[config.mk]
export PLATFORM = sky130hd
export DESIGN_NAME = lsi_top
export DESIGN_NICKNAME = d
export VERILOG_FILES = /design/src/rtl/lsi_pkg.sv /design/src/rtl/lsi_core_if.sv /design/src/rtl/lsi_event_flags.sv /design/src/rtl/lsi_overflow_capture.sv /design/src/rtl/lsi_top.sv
export SDC_FILE = /design/constraint.sdc
export NUM_CORES = 1
export LEC_CHECK = 0
export ABC_AREA = 1
export ABC_CLOCK_PERIOD_IN_PS = 1400
export BUFFER_PORTS_ARGS = -buffer_cell sky130_fd_sc_hd__buf_2
export CORE_UTILIZATION = 34
export CTS_CLUSTER_DIAMETER = 80
export DETAILED_ROUTE_END_ITERATION = 16
export GPL_ROUTABILITY_DRIVEN = 1
export GPL_TIMING_DRIVEN = 0
export PLACE_DENSITY = 0.64
export SKIP_CTS_REPAIR_TIMING = 1
export SLEW_MARGIN = 20
export SYNTH_ARGS = -nofsm -noshare
export SYNTH_HDL_FRONTEND = slang
export SYNTH_SLANG_ARGS = --single-unit
[constraint.sdc]
create_clock -name CLK -period 1.4 [get_ports CLK]
set_input_delay 0 -clock CLK [delete_from_list [all_inputs] [get_ports CLK]]
set_output_delay 0 -clock CLK [all_outputs]
set_load 0.03 [all_outputs]
[src/rtl/lsi_pkg.sv]
// Functional notes
// - Rotate bit shows live condition when disabled.
// - Enabled rotate latches on rise, IRQ low, W1C.
// - Window bit live or latched, W1C, IRQ.
// - Trip bit live or latched, W1C, IRQ.
// - Filter overflow flags in bits 7..4.
// - Mixer, phase, gain overflow in bits 3..0.
// - Offset_trim_ovf bit 0, rest reserved.
// - Check register bits 7..6 read zero.
// - All flags reset to zero.
// - Lock bit 3 behaves like others.
package lsi_pkg;

	// Width of the internal register address carried from the serial port.
	localparam int ADDR_W = 12;
	// Width of one register.
	localparam int DATA_W = 8;
	// Number of alignment event flags handled here.
	localparam int NUM_ALIGN = 4;

	// Register addresses.
	localparam logic [ADDR_W-1:0] ALIGN_STATUS_ADDR = 12'h025;
	localparam logic [ADDR_W-1:0] DP_OVF_ADDR = 12'h026;
	localparam logic [ADDR_W-1:0] DC_OVF_ADDR = 12'h027;
	localparam logic [ADDR_W-1:0] LINK_CHECK_ADDR = 12'h030;

	// Bit positions in the alignment status register.
	localparam int LOCK_BIT = 3;
	localparam int ROTATE_BIT = 2;
	localparam int WINDOW_BIT = 1;
	localparam int TRIP_BIT = 0;

	// Bit positions in the datapath overflow register.
	localparam int PROG_FIR_BIT = 7;
	localparam int INTERP1_BIT = 6;
	localparam int INTERP2_BIT = 5;
	localparam int INTERP3_BIT = 4;
	localparam int EIGHTH_MIX_BIT = 3;
	localparam int NCO_MIX_BIT = 2;
	localparam int PHASE_TRIM_BIT = 1;
	localparam int GAIN_TRIM_BIT = 0;

	// Bit position of the Offset_trim_ovf flag.
	localparam int OFFSET_TRIM_BIT = 0;
	// Number of live link parameter check bits below the reserved pair.
	localparam int CHECK_W = 6;

	// Reset values.
	localparam logic [DATA_W-1:0] REG_RESET = 8'h00;
	localparam logic [NUM_ALIGN-1:0] ALIGN_RESET = 4'h0;
	localparam logic [CHECK_W-1:0] CHECK_RESET = 6'h00;
	// Value returned for reserved bits and unmapped addresses.
	localparam logic [DATA_W-1:0] READ_ZERO = 8'h00;

	// Address comparison shared by the read and the write decode.
	function automatic logic lsi_hit(input logic [ADDR_W-1:0] addr,
		input logic [ADDR_W-1:0] target);
		lsi_hit = (addr == target);
	endfunction

endpackage

[src/rtl/lsi_core_if.sv]
`timescale 1ns/10ps
// Carries the two status groups between the top and its worker modules.
interface lsi_core_if;
	// Alignment group: raw conditions, enables and write-one clear mask.
	logic [lsi_pkg::NUM_ALIGN-1:0] align_cond;
	logic [lsi_pkg::NUM_ALIGN-1:0] align_en;
	logic [lsi_pkg::NUM_ALIGN-1:0] align_clear;
	// Alignment group: sampled live status and latched event flags.
	logic [lsi_pkg::NUM_ALIGN-1:0] align_live;
	logic [lsi_pkg::NUM_ALIGN-1:0] align_latch;
	// Overflow group: raw inputs and their registered copies.
	logic [lsi_pkg::DATA_W-1:0] dp_ovf_in;
	logic [lsi_pkg::DATA_W-1:0] dp_ovf;
	logic dc_ovf_in;
	logic dc_ovf;
	logic [lsi_pkg::CHECK_W-1:0] chk_in;
	logic [lsi_pkg::CHECK_W-1:0] chk;

	modport evt (input align_cond, align_en, align_clear, output align_live, align_latch);
	modport ovf (input dp_ovf_in, dc_ovf_in, chk_in, output dp_ovf, dc_ovf, chk);
	modport top (output align_cond, align_en, align_clear, dp_ovf_in, dc_ovf_in, chk_in,
		input align_live, align_latch, dp_ovf, dc_ovf, chk);
endinterface

[src/rtl/lsi_event_flags.sv]
`timescale 1ns/10ps
// Live-or-latched event flags for the lane alignment conditions.
module lsi_event_flags (
	input wire logic clk,
	input wire logic rst,
	lsi_core_if.evt bus
);

	// All state of the flag logic.
	typedef struct packed {
		logic [lsi_pkg::NUM_ALIGN-1:0] cond_q;
		logic [lsi_pkg::NUM_ALIGN-1:0] latch;
	} lsi_evt_state_t;

	// Present and next state.
	lsi_evt_state_t st;
	lsi_evt_state_t next_st;

	// Each flag samples its condition; enabled flags detect a rising edge and latch it.
	// A set in the same cycle as a clear wins, so no event is lost.
	always_comb begin
		next_st = st;
		next_st.cond_q = bus.align_cond;
		for (int i = 0; i < lsi_pkg::NUM_ALIGN; i++) begin
			if (!bus.align_en[i]) begin
				// Disabled flags hold no latch; the read shows live status.
				next_st.latch[i] = 1'b0;
			end else begin
				if (bus.align_clear[i]) begin
					// Software wrote a one to this bit.
					next_st.latch[i] = 1'b0;
				end
				if (bus.align_cond[i] && !st.cond_q[i]) begin
					// Rising edge of the condition sets the flag.
					next_st.latch[i] = 1'b1;
				end
			end
		end
	end

	// State register with synchronous reset to all zero.
	always_ff @(posedge clk) begin
		if (rst) begin
			st <= '0;
		end else begin
			st <= next_st;
		end
	end

	// The sampled condition doubles as the live view.
	assign bus.align_live = st.cond_q;
	assign bus.align_latch = st.latch;

endmodule

[src/rtl/lsi_overflow_capture.sv]
`timescale 1ns/10ps
// Registers the read-only datapath overflow and parameter check status.
module lsi_overflow_capture (
	input wire logic clk,
	input wire logic rst,
	lsi_core_if.ovf bus
);

	// All state of the overflow capture.
	typedef struct packed {
		logic [lsi_pkg::DATA_W-1:0] dp;
		logic dc;
		logic [lsi_pkg::CHECK_W-1:0] chk;
	} lsi_ovf_state_t;

	// Present and next state.
	lsi_ovf_state_t st;
	lsi_ovf_state_t next_st;

	// The flags follow the datapath one cycle late; software cannot write them.
	always_comb begin
		next_st.dp = bus.dp_ovf_in;
		next_st.dc = bus.dc_ovf_in;
		next_st.chk = bus.chk_in;
	end

	// State register with synchronous reset to all zero.
	always_ff @(posedge clk) begin
		if (rst) begin
			st <= '0;
		end else begin
			st <= next_st;
		end
	end

	assign bus.dp_ovf = st.dp;
	assign bus.dc_ovf = st.dc;
	assign bus.chk = st.chk;

endmodule

[src/rtl/lsi_top.sv]
`timescale 1ns/10ps
// Lane alignment event flags and datapath overflow status, reached through
// the internal register port that the serial control port drives.
module lsi_top (
	// Core clock.
	input wire logic CLK,
	// Synchronous active-high reset.
	input wire logic RST,
	// Register address from the serial control port.
	input wire logic [lsi_pkg::ADDR_W-1:0] REG_ADDR,
	// One-cycle write strobe.
	input wire logic REG_WR,
	// Write data.
	input wire logic [lsi_pkg::DATA_W-1:0] REG_WDATA,
	// One-cycle read strobe.
	input wire logic REG_RD,
	// Read data, valid with REG_RVALID.
	output logic [lsi_pkg::DATA_W-1:0] REG_RDATA,
	// Read answer strobe, one cycle after REG_RD.
	output logic REG_RVALID,
	// Alignment lock condition.
	input wire logic ALIGN_LOCKED_COND,
	// Alignment rotate condition.
	input wire logic FRAME_ROTATE_COND,
	// Alignment phase outside the limit window.
	input wire logic PHASE_WINDOW_COND,
	// Alignment trip condition.
	input wire logic ALIGN_TRIP_COND,
	// Interrupt enables for the four alignment flags.
	input wire logic LOCK_IRQ_ENABLE,
	input wire logic ROTATE_IRQ_ENABLE,
	input wire logic WINDOW_IRQ_ENABLE,
	input wire logic TRIP_IRQ_ENABLE,
	// Overflow indications from the datapath stages.
	input wire logic PROG_FIR_OVF,
	input wire logic INTERP_STAGE1_OVF,
	input wire logic INTERP_STAGE2_OVF,
	input wire logic INTERP_STAGE3_OVF,
	input wire logic EIGHTH_RATE_MIX_OVF,
	input wire logic NCO_MIX_OVF,
	input wire logic PHASE_TRIM_OVF,
	input wire logic GAIN_TRIM_OVF,
	input wire logic OFFSET_TRIM_OVF,
	// Link parameter check errors for the low six bits.
	input wire logic [lsi_pkg::CHECK_W-1:0] LINK_CHECK_ERR,
	// Active-low interrupt request.
	output logic IRQ_N
);

	// All state of the top: the read answer and the interrupt line.
	typedef struct packed {
		logic [lsi_pkg::DATA_W-1:0] rdata;
		logic rvalid;
		logic irq_n;
	} lsi_top_state_t;

	// Present and next state.
	lsi_top_state_t st;
	lsi_top_state_t next_st;

	// Link to the worker modules.
	lsi_core_if core ();

	// Combined view of the alignment register, live or latched per bit.
	logic [lsi_pkg::NUM_ALIGN-1:0] align_view;
	// Write decode for the alignment register.
	logic align_wr;

	// Alignment flags and their latches.
	lsi_event_flags u_events (
		.clk(CLK),
		.rst(RST),
		.bus(core.evt)
	);

	// Read-only overflow and check flags.
	lsi_overflow_capture u_overflow (
		.clk(CLK),
		.rst(RST),
		.bus(core.ovf)
	);

	// Route the alignment conditions and their enables into the flag bank.
	always_comb begin
		core.align_cond = '0;
		core.align_cond[lsi_pkg::LOCK_BIT] = ALIGN_LOCKED_COND;
		core.align_cond[lsi_pkg::ROTATE_BIT] = FRAME_ROTATE_COND;
		core.align_cond[lsi_pkg::WINDOW_BIT] = PHASE_WINDOW_COND;
		core.align_cond[lsi_pkg::TRIP_BIT] = ALIGN_TRIP_COND;
		core.align_en = '0;
		core.align_en[lsi_pkg::LOCK_BIT] = LOCK_IRQ_ENABLE;
		core.align_en[lsi_pkg::ROTATE_BIT] = ROTATE_IRQ_ENABLE;
		core.align_en[lsi_pkg::WINDOW_BIT] = WINDOW_IRQ_ENABLE;
		core.align_en[lsi_pkg::TRIP_BIT] = TRIP_IRQ_ENABLE;
	end

	// Route the overflow indications into their register bit positions.
	always_comb begin
		core.dp_ovf_in = lsi_pkg::REG_RESET;
		core.dp_ovf_in[lsi_pkg::PROG_FIR_BIT] = PROG_FIR_OVF;
		core.dp_ovf_in[lsi_pkg::INTERP1_BIT] = INTERP_STAGE1_OVF;
		core.dp_ovf_in[lsi_pkg::INTERP2_BIT] = INTERP_STAGE2_OVF;
		core.dp_ovf_in[lsi_pkg::INTERP3_BIT] = INTERP_STAGE3_OVF;
		core.dp_ovf_in[lsi_pkg::EIGHTH_MIX_BIT] = EIGHTH_RATE_MIX_OVF;
		core.dp_ovf_in[lsi_pkg::NCO_MIX_BIT] = NCO_MIX_OVF;
		core.dp_ovf_in[lsi_pkg::PHASE_TRIM_BIT] = PHASE_TRIM_OVF;
		core.dp_ovf_in[lsi_pkg::GAIN_TRIM_BIT] = GAIN_TRIM_OVF;
		core.dc_ovf_in = OFFSET_TRIM_OVF;
		core.chk_in = LINK_CHECK_ERR;
	end

	// A write of ones to the alignment register clears those latched flags.
	// Writes to the read-only registers are dropped without any answer,
	// since the port has no error signalling to report them with.
	assign align_wr = REG_WR && lsi_pkg::lsi_hit(REG_ADDR, lsi_pkg::ALIGN_STATUS_ADDR);
	assign core.align_clear = align_wr ? REG_WDATA[lsi_pkg::NUM_ALIGN-1:0]
		: lsi_pkg::ALIGN_RESET;

	// Each bit reads its latch when enabled and the live condition otherwise.
	assign align_view = (core.align_en & core.align_latch)
		| (~core.align_en & core.align_live);

	// Read mux, answer register and interrupt line.
	always_comb begin
		next_st = st;
		next_st.rvalid = REG_RD;
		if (REG_RD) begin
			if (lsi_pkg::lsi_hit(REG_ADDR, lsi_pkg::ALIGN_STATUS_ADDR)) begin
				// Upper nibble belongs to flags kept elsewhere and reads zero here.
				next_st.rdata = lsi_pkg::READ_ZERO;
				next_st.rdata[lsi_pkg::NUM_ALIGN-1:0] = align_view;
			end else if (lsi_pkg::lsi_hit(REG_ADDR, lsi_pkg::DP_OVF_ADDR)) begin
				// All eight bits are datapath overflow flags.
				next_st.rdata = core.dp_ovf;
			end else if (lsi_pkg::lsi_hit(REG_ADDR, lsi_pkg::DC_OVF_ADDR)) begin
				// Only bit 0 is defined; the reserved bits read zero.
				next_st.rdata = lsi_pkg::READ_ZERO;
				next_st.rdata[lsi_pkg::OFFSET_TRIM_BIT] = core.dc_ovf;
			end else if (lsi_pkg::lsi_hit(REG_ADDR, lsi_pkg::LINK_CHECK_ADDR)) begin
				// The top two bits are reserved and always zero.
				next_st.rdata = lsi_pkg::READ_ZERO;
				next_st.rdata[lsi_pkg::CHECK_W-1:0] = core.chk;
			end else begin
				// Addresses this block does not own read as zero.
				next_st.rdata = lsi_pkg::READ_ZERO;
			end
		end
		// The line stays low while any enabled flag is latched.
		next_st.irq_n = ~|(core.align_latch & core.align_en);
	end

	// State register; reset leaves the line released and the read data zero.
	always_ff @(posedge CLK) begin
		if (RST) begin
			st.rdata <= lsi_pkg::REG_RESET;
			st.rvalid <= 1'b0;
			st.irq_n <= 1'b1;
		end else begin
			st <= next_st;
		end
	end

	// Outputs straight from the state register.
	assign REG_RDATA = st.rdata;
	assign REG_RVALID = st.rvalid;
	assign IRQ_N = st.irq_n;

endmodule

Yosys cells after proc, flatten, opt, wreduce, memory -nomap -nowiden

Cells that the tools add are included.
Widths: inputs -> output; s select.

Eq/ne operators: 4
Mux-type cells: 13
Bitwise operators: 8
Reduce and logical (&&, ||, !) cells: 19

Operators by type and width:

| operator            | number |
|---|---|
| $eq 12x6->1 const B | 4 |
| $mux 8              | 2 |
| $mux 6              | 2 |
| $and 4x4->4         | 2 |
| $mux 1              | 8 |
| $reduce_bool 2->1   | 4 |
| $reduce_or 2->1     | 4 |
| $logic_and 1x1->1   | 5 |
| $logic_not 1->1     | 5 |
| $mux 4              | 1 |
| $not 1->1           | 4 |
| $not 4->4           | 1 |
| $or 4x4->4          | 1 |
| $reduce_or 4->1     | 1 |

Register bits: 33
Input port bits: 47
Output and inout port bits: 10
Logic and storage cells: 55

Logic depth before layout (Yosys ltp)

Gate-level depths: netlist (run 1).

Word-level depth: 5
Depth in mapped cells: 9
Mapped depth without buffers: 9

Cells and area by module

A second synthesis (run 1) with hierarchy kept.

Cells, all modules: 199
Area total of the unflattened synthesis: 1453.9 um^2

By module, submodules not included:

| module               | times used | cells an instance | area each (um^2) | sequential area each (um^2) |
|---|---|---|---|---|
| lsi_top              | 1          | 112               | 725.7            | 200.2 |
| lsi_overflow_capture | 1          | 46                | 424.2            | 300.3 |
| lsi_event_flags      | 1          | 41                | 304.0            | 160.2 |

Least setup slack after synthesis (run 1)

OpenSTA, ideal clock, no wires.

Path type: input port to flip-flop
Start: input REG_ADDR[11] (netlist bit)
End: register u_events.st (netlist bit u_events.bus.align_latch[0])
Arrival time: 0.769 ns
Data required time: 1.266 ns
Setup slack: 0.497 ns
Stages: 8
Cell sequence: nor2_1 -> nand2_2 -> nor2_4 -> nand2_4 -> nor2_4 -> nand2_1 -> a21oi_1 -> nor3_1

Word-level cells in the longest chain between the ends: 4

RTL lines:

| what                               | line                  | RTL |
|---|---|---|
| from (decl)                        | lsi_top.sv:10         | `input wire logic [lsi_pkg::ADDR_W-1:0] REG_ADDR,` |
| $eq 12x6->1                        | lsi_pkg.sv:58         | `lsi_hit = (addr == target);` |
| $logic_and 1x1->1                  | lsi_top.sv:115        | `assign align_wr = REG_WR && lsi_pkg::lsi_hit(REG_ADDR, lsi_pkg::ALIGN_STATUS_ADDR);` |
| $mux 4                             | lsi_top.sv:116        | `assign core.align_clear = align_wr ? REG_WDATA[lsi_pkg::NUM_ALIGN-1:0]` |
| $reduce_bool 2->1 (no source line) | n/a                   |  |
| to (signal assigned)               | lsi_event_flags.sv:46 | `st <= next_st;` |
| to (decl)                          | lsi_event_flags.sv:16 | `lsi_evt_state_t st;` |

Every way passes these cells.
A chain may end at the register's enable or synchronous reset.

Worst setup path in the final report (run 1)

Start: input ROTATE_IRQ_ENABLE
End: register st (netlist bit REG_RDATA[2])

Word-level cells in the longest chain between the ends: 4

RTL lines:

| what                 | line           | RTL |
|---|---|---|
| from (decl)          | lsi_top.sv:31  | `input wire logic ROTATE_IRQ_ENABLE,` |
| $not 4->4            | lsi_top.sv:121 | `\| (~core.align_en & core.align_live);` |
| $and 4x4->4          | lsi_top.sv:121 |  |
| $or 4x4->4 *         | lsi_top.sv:121 |  |
| $mux 8 *             | lsi_top.sv:128 | `if (lsi_pkg::lsi_hit(REG_ADDR, lsi_pkg::ALIGN_STATUS_ADDR)) begin` |
| to (signal assigned) | lsi_top.sv:159 | `st <= next_st;` |
| to (decl)            | lsi_top.sv:58  | `lsi_top_state_t st;` |

Mark *: on every way between the ends. The rest lies on a longest branch, timed or not.

==> results.txt, run 1 <==
Cell Area, Synth = 1400 um^2
Synth unique cells = 21
Final HPWL DP = 2260 um
Drt via density = 4.43
Die Y = 66.1 um
Clock buffer depth = 2
Slew Limit Fails = 0
Setup crit start = ROTATE_IRQ_ENABLE
Reg2reg path depth = 5
Initial DRC Count = 30
Initial core utilization = 36.8%
PwrDens = 946 nW/um^2
Placed Instances = 290
Rows = 22
Syn avg cell area = 7.28 um^2
CTS clk-pin slew, worst paths = 0.06 ns
Most common cell after layout, fill and taps aside = buf_2
Worst R2R Start = u_events.bus.align_latch[3]$_SDFFE_PP0P_
Worst VDD drop = 0.669 mV
Die Wd = 66.1 um
Post-synthesis sequential area ratio = 47.3%
Leakage power = 1.01 nW
Final setup TNS = 0 ns
CP Data Arrival Time = 1.15 ns
# H-tree levels = 2
Drt wl/cell = 10.0 um
Post-Route WL = 3200 um
Hold Path Stages = 3
RSZ-0062 raised after global routing = false
Async S/R FF share, synth = 0%
Cell Area, Placed = 1710 um^2
EDFF count, synth = 0
Post-Synthesis Cells = 192
Die ar. = 4370 um^2
Layout Cells excl Fill = 319
Post-Syn Nets = 239
Worst R2R End = REG_RDATA[3]$_SDFFE_PP0P_
Worst hold slack = -0.0257 ns
Tot Pwr = 1.89 mW
Number of global-route vias before repair = 1148
Final nets = 317
CTS tree = built
Port bufs = 50
First-pass GRT wire length = 4640 um
Drt pass-1 iters = 4
GP Congestion = 0.735
Remaining Overflow, GRT = 0
CP endpoint kind = flop
Crit Path Category = in -> reg
HP Start = LOCK_IRQ_ENABLE
Clock Latency Late Sink = 0.28 ns
Setup violators final = 0
Ant diodes = 0
Largest net degree at the start of global routing = 11
FF+latch count, synth = 33
IO Count = 57
Final hold viol count = 2
Clock root buffer = clkbuf_8
Cell area after layout = 2000 um^2
Slew headroom = 63.2%
Worst EP required = 1.55 ns
Post-layout minimum cycle time = 0.995 ns
Post-route clock period utilization = 71.0%
Worst Hold Path EP = u_events.bus.align_latch[3]$_SDFFE_PP0P_
Most frequent cells in the layout = 51 x buf_2, 37 x nand2_1, 33 x dfxtp_1, 33 x nor2_1, 32 x inv_1
Status = finished with violations
Num CTS Buffers = 5
Clk sinks = 33
Residual DRC count = 0
Area Growth Syn to Fin = 43.2%
Hold crit path type = in -> reg
CP max FO = 2
Worst-margin pin slew = 0.552 ns
FMAX = 1010 MHz
Primary FF master, synth = dfxtp_1
Layout cells sized above 1 = 26.9%
Vias = 1414
Post-route ant nets = 0
CP startpoint kind = primary input
Max Cap Violations = 0
FF-to-FF setup slack = 0.44 ns
Yosys warnings = 0
Antenna violations before repair = 0
Gr usage total = 14.8%
Core footprint = 3800 um^2
Layout Skew = 0.00250 ns
Failing checks = negative hold slack
## synth_stat cells (2+ instances only)
cell type	n	area, um^2
clkbuf_1	5	18.8
nand2_2	3	18.8
a31oi_1	2	12.5
nand3_1	8	40.0
a21boi_0	3	22.5
nand4_1	7	43.8
nor2_2	2	12.5
a21oi_1	7	35.0
o21ai_0	3	15.0
a21oi_2	3	26.3
nor2_4	3	33.8
nor2_1	33	124
nand2_1	37	139
inv_1	32	120
nor3_1	5	25.0
inv_2	2	7.51
dfxtp_1	33	661
## area by class of cell
class	instances	area [um^2]
fill	381	1800
multi-input combinational	119	586
sequential	33	661
tap	48	60.1
buffer	6	23.8
inverter	34	128
clock inverter	2	10.0
timing repair buffer	71	460
clock buffer	6	72.6
## registers in the layout (all words and copies together), names as in the netlist
register                  flops
u_overflow.bus.dp_ovf         8
u_events.bus.align_live       4
u_overflow.bus.dc_ovf         1
REG_RDATA                     8
IRQ_N                         1
REG_RVALID                    1
u_overflow.bus.chk            6
u_events.bus.align_latch      4
## power by group
part	total, mW	internal, mW	leakage (nW)	switching [mW]
registers	0.988	0.977	0.272	0.0115
clock network	0.680	0.344	0.0450	0.336
logic	0.226	0.115	0.693	0.111
total	1.89	1.44	1.01	0.458
## logic make-up after synthesis
family | after synthesis | share of synthesized area [%]
buf+inv | 40 | 10.8
flops | 33 | 47.3
compound gates | 19 | 8.68
simple gates | 100 | 33.2
## metal layers
metal | GRT usage [%] | vias to the layer above | part of all wire [%]
met3 | 5.69 | 6 | 7.2
met1 | 16.2 | 616 | 43
met4 | 7.98 | 0 | 2.1
li1 | - | 746 | -
met5 | 0 | - | 0
met2 | 24.6 | 46 | 48
## through the flow
step	utilization [%]	worst slack (ns)
after floorplan	-	0.497
after global placement	45.0	0.268
after detailed placement	45.0	0.250
after CTS	47.1	0.436
after global routing	52.7	0.295
final	52.7	0.405
## critical path: stages
cell and delay, ns:
dlygate4sd3_1 0.53, buf_2 0.12, nand2_1 0.07, a21boi_0 0.20, o21ai_0 0.10, nand2_1 0.08, a21oi_2 0.05
## worst max-delay path by stage
stage,cells past startpoint,to
after floorplan,8,u_events.bus.align_latch[0]$_SDFFE_PP0P_
after global placement,9,u_events.bus.align_latch[0]$_SDFFE_PP0P_
after detailed placement,9,u_events.bus.align_latch[1]$_SDFFE_PP0P_
after CTS,5,REG_RDATA[2]$_SDFFE_PP0P_
after global routing,7,REG_RDATA[2]$_SDFFE_PP0P_
final,7,REG_RDATA[2]$_SDFFE_PP0P_
(Power assumes the default switching activity.)
==> run 2, diff against run 1 <==
- ABC_CLOCK_PERIOD_IN_PS: 1400 -> 1000
- clock period: 1.4 -> 1 ns (I/O delays scaled with it)
==> run 2 against run 1 <==
Against the previous run: critical path depth did not move; final cell count stayed put; worst hold slack got worse by 0.0034 ns; clock power increased by 40%; the flow still finishes with violations (negative hold slack); wire length about the same; combinational power grew 42%; via count shrank 0.28%; register-to-register slack lost 0.35 ns; largest power group unchanged; non-clock buffer count unchanged; first-iteration DRC count is 23% higher; core utilization up 0.20 points.
==> results.txt, run 2 (same netlist as run 1, synthesis figures left out) <==
Vias = 1410 (was 1414)
Clock Latency Late Sink = 0.29 ns (was 0.28 ns)
CP Data Arrival Time = 1.14 ns (was 1.15 ns)
Worst EP required = 1.22 ns (was 1.55 ns)
Remaining Overflow, GRT = 0 (unchanged)
Reg2reg path depth = 5 (unchanged)
Leakage power = 1.01 nW (about the same)
Worst Hold Path EP = u_events.bus.align_latch[0]$_SDFFE_PP0P_ (was u_events.bus.align_latch[3]$_SDFFE_PP0P_)
Hold crit path type = in -> reg (unchanged)
Post-layout minimum cycle time = 0.914 ns
Ant diodes = 0 (unchanged)
P_sw = 641 uW (was 458 uW)
CTS tree = built (unchanged)
Net Sw Frac = 24.2% (about the same)
Setup violators final = 0 (unchanged)
Slew headroom = 60.6% (was 63.2%)
Number of global-route vias before repair = 1148 (unchanged)
Placed Instances = 290 (unchanged)
Post-route clock period utilization = 91.4%
Hold Path Stages = 3 (unchanged)
Tot Pwr = 2.65 mW (was 1.89 mW)
Clock share of power = 35.8% (was 35.9%)
FMAX = 1090 MHz
Clock root buffer = clkbuf_8 (unchanged)
Num CTS Buffers = 5 (unchanged)
Drt via density = 4.42 (was 4.43)
Worst hold slack = -0.0291 ns (was -0.0257 ns)
Max Cap Violations = 0 (unchanged)
HP Start = TRIP_IRQ_ENABLE (was LOCK_IRQ_ENABLE)
Clock buffer depth = 2 (unchanged)
Area Growth Syn to Fin = 43.7% (was 43.2%)
Flop pwr share = 52.2% (about the same)
Most common cell after layout, fill and taps aside = buf_2 (unchanged)
Area occupied by multi-input gates = 592 um^2 (was 586 um^2)
Die Y = 66.1 um (unchanged)
CP max FO = 2 (unchanged)
Final nets = 317 (unchanged)
PwrDens = 1320 nW/um^2 (was 946 nW/um^2)
Combinational share of power = 12.0% (was 11.9%)
GP Congestion = 0.735 (unchanged)
Initial DRC Count = 37 (was 30)
Clk sinks = 33 (unchanged)
CTS clk-pin slew, worst paths = 0.07 ns (was 0.06 ns)
Status = finished with violations (unchanged)
Initial core utilization = 36.8% (unchanged)
Largest net degree at the start of global routing = 11 (unchanged)
Antenna violations before repair = 0 (unchanged)
Drt pass-1 iters = 4 (unchanged)
Worst R2R End = REG_RDATA[1]$_SDFFE_PP0P_ (was REG_RDATA[3]$_SDFFE_PP0P_)
CP startpoint kind = primary input (unchanged)
First-pass GRT wire length = 4640 um (unchanged)
# H-tree levels = 2 (unchanged)
Post-Route WL = 3200 um (about the same)
Residual DRC count = 0 (unchanged)
Layout Cells excl Fill = 319 (unchanged)
Worst R2R Start = u_events.bus.align_latch[1]$_SDFFE_PP0P_ (was u_events.bus.align_latch[3]$_SDFFE_PP0P_)
Final HPWL DP = 2260 um (unchanged)
Port bufs = 50 (unchanged)
Die ar. = 4370 um^2 (unchanged)
RSZ-0062 raised after global routing = false (unchanged)
Drt wl/cell = 10.0 um (about the same)
Layout cells sized above 1 = 28.0% (was 26.9%)
Final setup TNS = 0 ns (unchanged)
Slew Limit Fails = 0 (unchanged)
Crit Path Category = in -> reg (unchanged)
FF-to-FF setup slack = 0.09 ns (was 0.44 ns)
Seq. cell area = 662 um^2 (was 661 um^2)
Worst-margin pin slew = 0.591 ns (was 0.552 ns)
Post-route ant nets = 0 (unchanged)
Gr usage total = 14.8% (unchanged)
Failing checks = negative hold slack (unchanged)
IO Count = 57 (unchanged)
CP endpoint kind = flop (unchanged)
Layout fillers = 383 (was 381)
Worst VDD drop = 0.934 mV (was 0.669 mV)
Core footprint = 3800 um^2 (unchanged)
Die Wd = 66.1 um (unchanged)
Rows = 22 (unchanged)
Cell internal pwr = 2.01 mW (was 1.44 mW)
Layout Skew = 0.00390 ns (was 0.00250 ns)
Most frequent cells in the layout = 51 x buf_2, 36 x nand2_1, 33 x nor2_1, 32 x dfxtp_1, 32 x inv_1 (was 51 x buf_2, 37 x nand2_1, 33 x dfxtp_1, 33 x nor2_1, 32 x inv_1)
Final hold viol count = 2 (unchanged)
[run 2: power groups by stage]
stage                     clock (mW)  combinational (mW)  sequential, mW
after floorplan                    0               0.128            1.42
after global placement             0               0.250            1.41
after detailed placement           0               0.255            1.41
after CTS                      0.978               0.256            1.38
after global routing            1.05               0.357            1.39
final                          0.949               0.320            1.38
[run 2: layer usage]
| layer | vias up | track usage [%] | part of all wire, % |
|---|---|---|---|
| met2 | 40 | 24.6 | 48 |
| met3 | 6 | 5.69 | 6.0 |
| met1 | 618 | 16.2 | 44 |
| li1 | 746 | - | - |
| met4 | 0 | 7.98 | 2.1 |
| met5 | - | 0 | 0 |
[run 2: worst max-delay path, stage by stage]
cell	delay, ns
buf_2	0.10
dlygate4sd3_1	0.56
inv_1	0.08
a21boi_1	0.07
o21ai_0	0.15
nand2_1	0.08
a21oi_2	0.10
[run 2: worst max-delay path by stage]
| stage | from | endpoint | slack (ns) | depth (start not counted) |
|---|---|---|---|---|
| finish | WINDOW_IRQ_ENABLE | REG_RDATA[1]$_SDFFE_PP0P_ | 0.09 | 7 |
| global route | u_events.bus.align_latch[1]$_SDFFE_PP0P_ | REG_RDATA[1]$_SDFFE_PP0P_ | 0.001 | 5 |
| CTS | u_events.bus.align_latch[2]$_SDFFE_PP0P_ | REG_RDATA[2]$_SDFFE_PP0P_ | 0.04 | 5 |
| detailed placement | REG_ADDR[7] | u_events.bus.align_latch[1]$_SDFFE_PP0P_ | -0.15 | 9 |
| global placement | REG_ADDR[7] | u_events.bus.align_latch[0]$_SDFFE_PP0P_ | -0.13 | 9 |
| floorplan | REG_ADDR[11] | u_events.bus.align_latch[0]$_SDFFE_PP0P_ | 0.1 | 8 |
[run 2: metrics by stage]
step / area [um^2] / setup WS (ns) / utilization [%]
2_1_floorplan: 1400 / 0.0974 / -
3_3_place_gp: 1710 / -0.132 / 45.0
3_5_place_dp: 1710 / -0.150 / 45.0
4_1_cts: 1790 / 0.0359 / 47.1
5_1_grt: 2010 / 0.00114 / 52.9
6_report: 2010 / 0.0865 / 52.9
[run 2: area by class of cell]
cell class	count	share of cell area (%)
sequential	33	33.0
multi-input combinational	119	29.5
timing repair buffer	71	22.9
inverter	34	6.36
clock buffer	6	3.61
tap	48	2.99
buffer	6	1.18
clock inverter	2	0.498
==> run 3, diff against run 2 <==
- PLACE_DENSITY: 0.64 -> 0.68
- RECOVER_POWER: default -> 50
==> run 3 against run 2 <==
Against the previous run: the run now ends clean; sequential share of layout area is 0.49 points lower; first-iteration DRC count is 19% higher; final cell count is 0.63% higher; total power is 1.6% higher; clock-buffer cell count is 1 higher; combinational power is 2% higher; die area stayed put; via count is 2.8% lower; non-clock buffer count is 3 higher; core utilization is 0.69 points higher; critical path type unchanged; critical endpoint is now REG_RDATA[3]$_SDFFE_PP0P_; largest power group unchanged.
==> results.txt, run 3 (same netlist as run 1, synthesis figures left out) <==
Status = completed (was finished with violations)
Area Growth Syn to Fin = 45.6% (was 43.7%)
Number of global-route vias before repair = 1191 (was 1148)
Setup violators final = 0 (unchanged)
Drt pass-1 iters = 4 (unchanged)
Crit Path Category = in -> reg (unchanged)
Die Wd = 66.1 um (unchanged)
First-pass GRT wire length = 4880 um (was 4640 um)
Drt wl/cell = 9.91 um (was 10.0 um)
IO Count = 57 (unchanged)
Hold Path Stages = 2 (was 3)
Rows = 22 (unchanged)
PwrDens = 1320 nW/um^2 (about the same)
Cell Area, Placed = 1710 um^2 (unchanged)
Largest net degree at the start of global routing = 11 (unchanged)
Remaining Overflow, GRT = 0 (unchanged)
CP max FO = 2 (unchanged)
Worst VDD drop = 0.696 mV (was 0.934 mV)
CTS tree = built (unchanged)
Leakage power = 1.02 nW (was 1.01 nW)
Post-route clock period utilization = 92.1% (was 91.4%)
CP endpoint kind = flop (unchanged)
GP Congestion = 0.755 (was 0.735)
Clock buffer depth = 2 (unchanged)
Final nets = 320 (was 317)
Antenna violations before repair = 0 (unchanged)
Core footprint = 3800 um^2 (unchanged)
Initial DRC Count = 44 (was 37)
CP Data Arrival Time = 1.07 ns (was 1.14 ns)
Clock root buffer = clkbuf_8 (unchanged)
Clk sinks = 33 (unchanged)
Worst-margin pin slew = 0.565 ns (was 0.591 ns)
Die ar. = 4370 um^2 (unchanged)
RSZ-0062 raised after global routing = false (unchanged)
Hold crit path type = in -> reg (unchanged)
Reg2reg path depth = 5 (unchanged)
Gr usage total = 15.4% (was 14.8%)
Layout Cells excl Fill = 321 (was 319)
Post-route ant nets = 0 (unchanged)
Placed Instances = 290 (unchanged)
Vias = 1370 (was 1410)
CP startpoint kind = primary input (unchanged)
Num CTS Buffers = 5 (unchanged)
Layout cells sized above 1 = 27.1% (was 28.0%)
Layout fillers = 382 (was 383)
Final HPWL DP = 2250 um (was 2260 um)
Initial core utilization = 36.8% (unchanged)
Worst R2R End = REG_RDATA[3]$_SDFFE_PP0P_ (was REG_RDATA[1]$_SDFFE_PP0P_)
Worst Hold Path EP = u_events.bus.align_latch[3]$_SDFFE_PP0P_ (was u_events.bus.align_latch[0]$_SDFFE_PP0P_)
HP Start = RST (was TRIP_IRQ_ENABLE)
Max Cap Violations = 0 (unchanged)
Layout Skew = 0.00369 ns (was 0.00390 ns)
Slew Limit Fails = 0 (unchanged)
Residual DRC count = 0 (unchanged)
Slew headroom = 62.3% (was 60.6%)
FMAX = 1090 MHz (about the same)
Final hold viol count = 0 (was 2)
Ant diodes = 0 (unchanged)
# H-tree levels = 2 (unchanged)
FF-to-FF setup slack = 0.08 ns (was 0.09 ns)
CTS clk-pin slew, worst paths = 0.06 ns (was 0.07 ns)
Post-layout minimum cycle time = 0.921 ns (was 0.914 ns)
Port bufs = 50 (unchanged)
Tot Pwr = 2.70 mW (was 2.65 mW)
Cell area after layout = 2030 um^2 (was 2010 um^2)
Die Y = 66.1 um (unchanged)
Drt via density = 4.27 (was 4.42)
Most frequent cells in the layout = 51 x buf_2, 37 x nand2_1, 33 x dfxtp_1, 32 x inv_1, 32 x nor2_1 (was 51 x buf_2, 36 x nand2_1, 33 x nor2_1, 32 x dfxtp_1, 32 x inv_1)
Worst EP required = 1.15 ns (was 1.22 ns)
Worst R2R Start = u_events.bus.align_latch[3]$_SDFFE_PP0P_ (was u_events.bus.align_latch[1]$_SDFFE_PP0P_)
Clock Latency Late Sink = 0.28 ns (was 0.29 ns)
Most common cell after layout, fill and taps aside = buf_2 (unchanged)
Post-Route WL = 3180 um (was 3200 um)
## run 3: cell types whose count changed in the layout (fill, tap and decap cells not counted), sizes merged
cell / delta
dlygate4sd3: +2
clkbuf: +1
buf: +1
clkinv: -2
## run 3: power by group
group / switching [mW] / internal, mW
combinational: 0.157 / 0.168
clock: 0.441 / 0.545
sequential: 0.0166 / 1.37
## run 3: final cells by class
type                            instances  area, um^2  area share [%]
Sequential cell                        33         661            32.5
Multi-Input combinational cell        119         588            28.9
Clock buffer                            7        86.3            4.24
Tap cell                               48        60.1            2.95
Timing Repair Buffer                   74         488            24.0
Inverter                               34         128            6.27
Buffer                                  6        23.8            1.17
## run 3: worst max path at each step
| stage | startpoint | end | cells past startpoint |
|---|---|---|---|
| global placement | REG_ADDR[7] | u_events.bus.align_latch[0]$_SDFFE_PP0P_ | 9 |
| detailed placement | REG_ADDR[7] | u_events.bus.align_latch[0]$_SDFFE_PP0P_ | 9 |
| global route | u_events.bus.align_latch[2]$_SDFFE_PP0P_ | REG_RDATA[2]$_SDFFE_PP0P_ | 5 |
| finish | LOCK_IRQ_ENABLE | REG_RDATA[3]$_SDFFE_PP0P_ | 7 |
| CTS | u_events.bus.align_latch[3]$_SDFFE_PP0P_ | REG_RDATA[3]$_SDFFE_PP0P_ | 5 |
| floorplan | REG_ADDR[11] | u_events.bus.align_latch[0]$_SDFFE_PP0P_ | 8 |
## run 3: through the flow
| step | hold WS [ns] | utilization [%] | worst slack (ns) | TNS (ns) |
|---|---|---|---|---|
| after global placement | 0.206 | 45.0 | -0.131 | -0.739 |
| final | 0.0271 | 53.6 | 0.0787 | 0 |
| after floorplan | 0.107 | - | 0.0974 | 0 |
| after detailed placement | 0.205 | 45.0 | -0.147 | -0.856 |
| after CTS | -0.0962 | 47.2 | 0.0229 | 0 |
| after global routing | 0.0692 | 53.6 | 0.00285 | 0 |
## run 3: metal layers
| metal | track usage [%] | vias up | wire length (um) |
|---|---|---|---|
| met1 | 17.1 | 575 | 1410 |
| met5 | 0 | - | 0 |
| met3 | 4.83 | 7 | 186 |
| li1 | - | 751 | - |
| met2 | 25.0 | 37 | 1490 |
| met4 | 10.4 | 0 | 90 |
## run 3: critical path: stages
cell	delay, ns
buf_2	0.09
dlygate4sd3_1	0.55
inv_1	0.05
a21boi_1	0.15
o21ai_1	0.08
nand2_1	0.10
a21oi_2	0.05
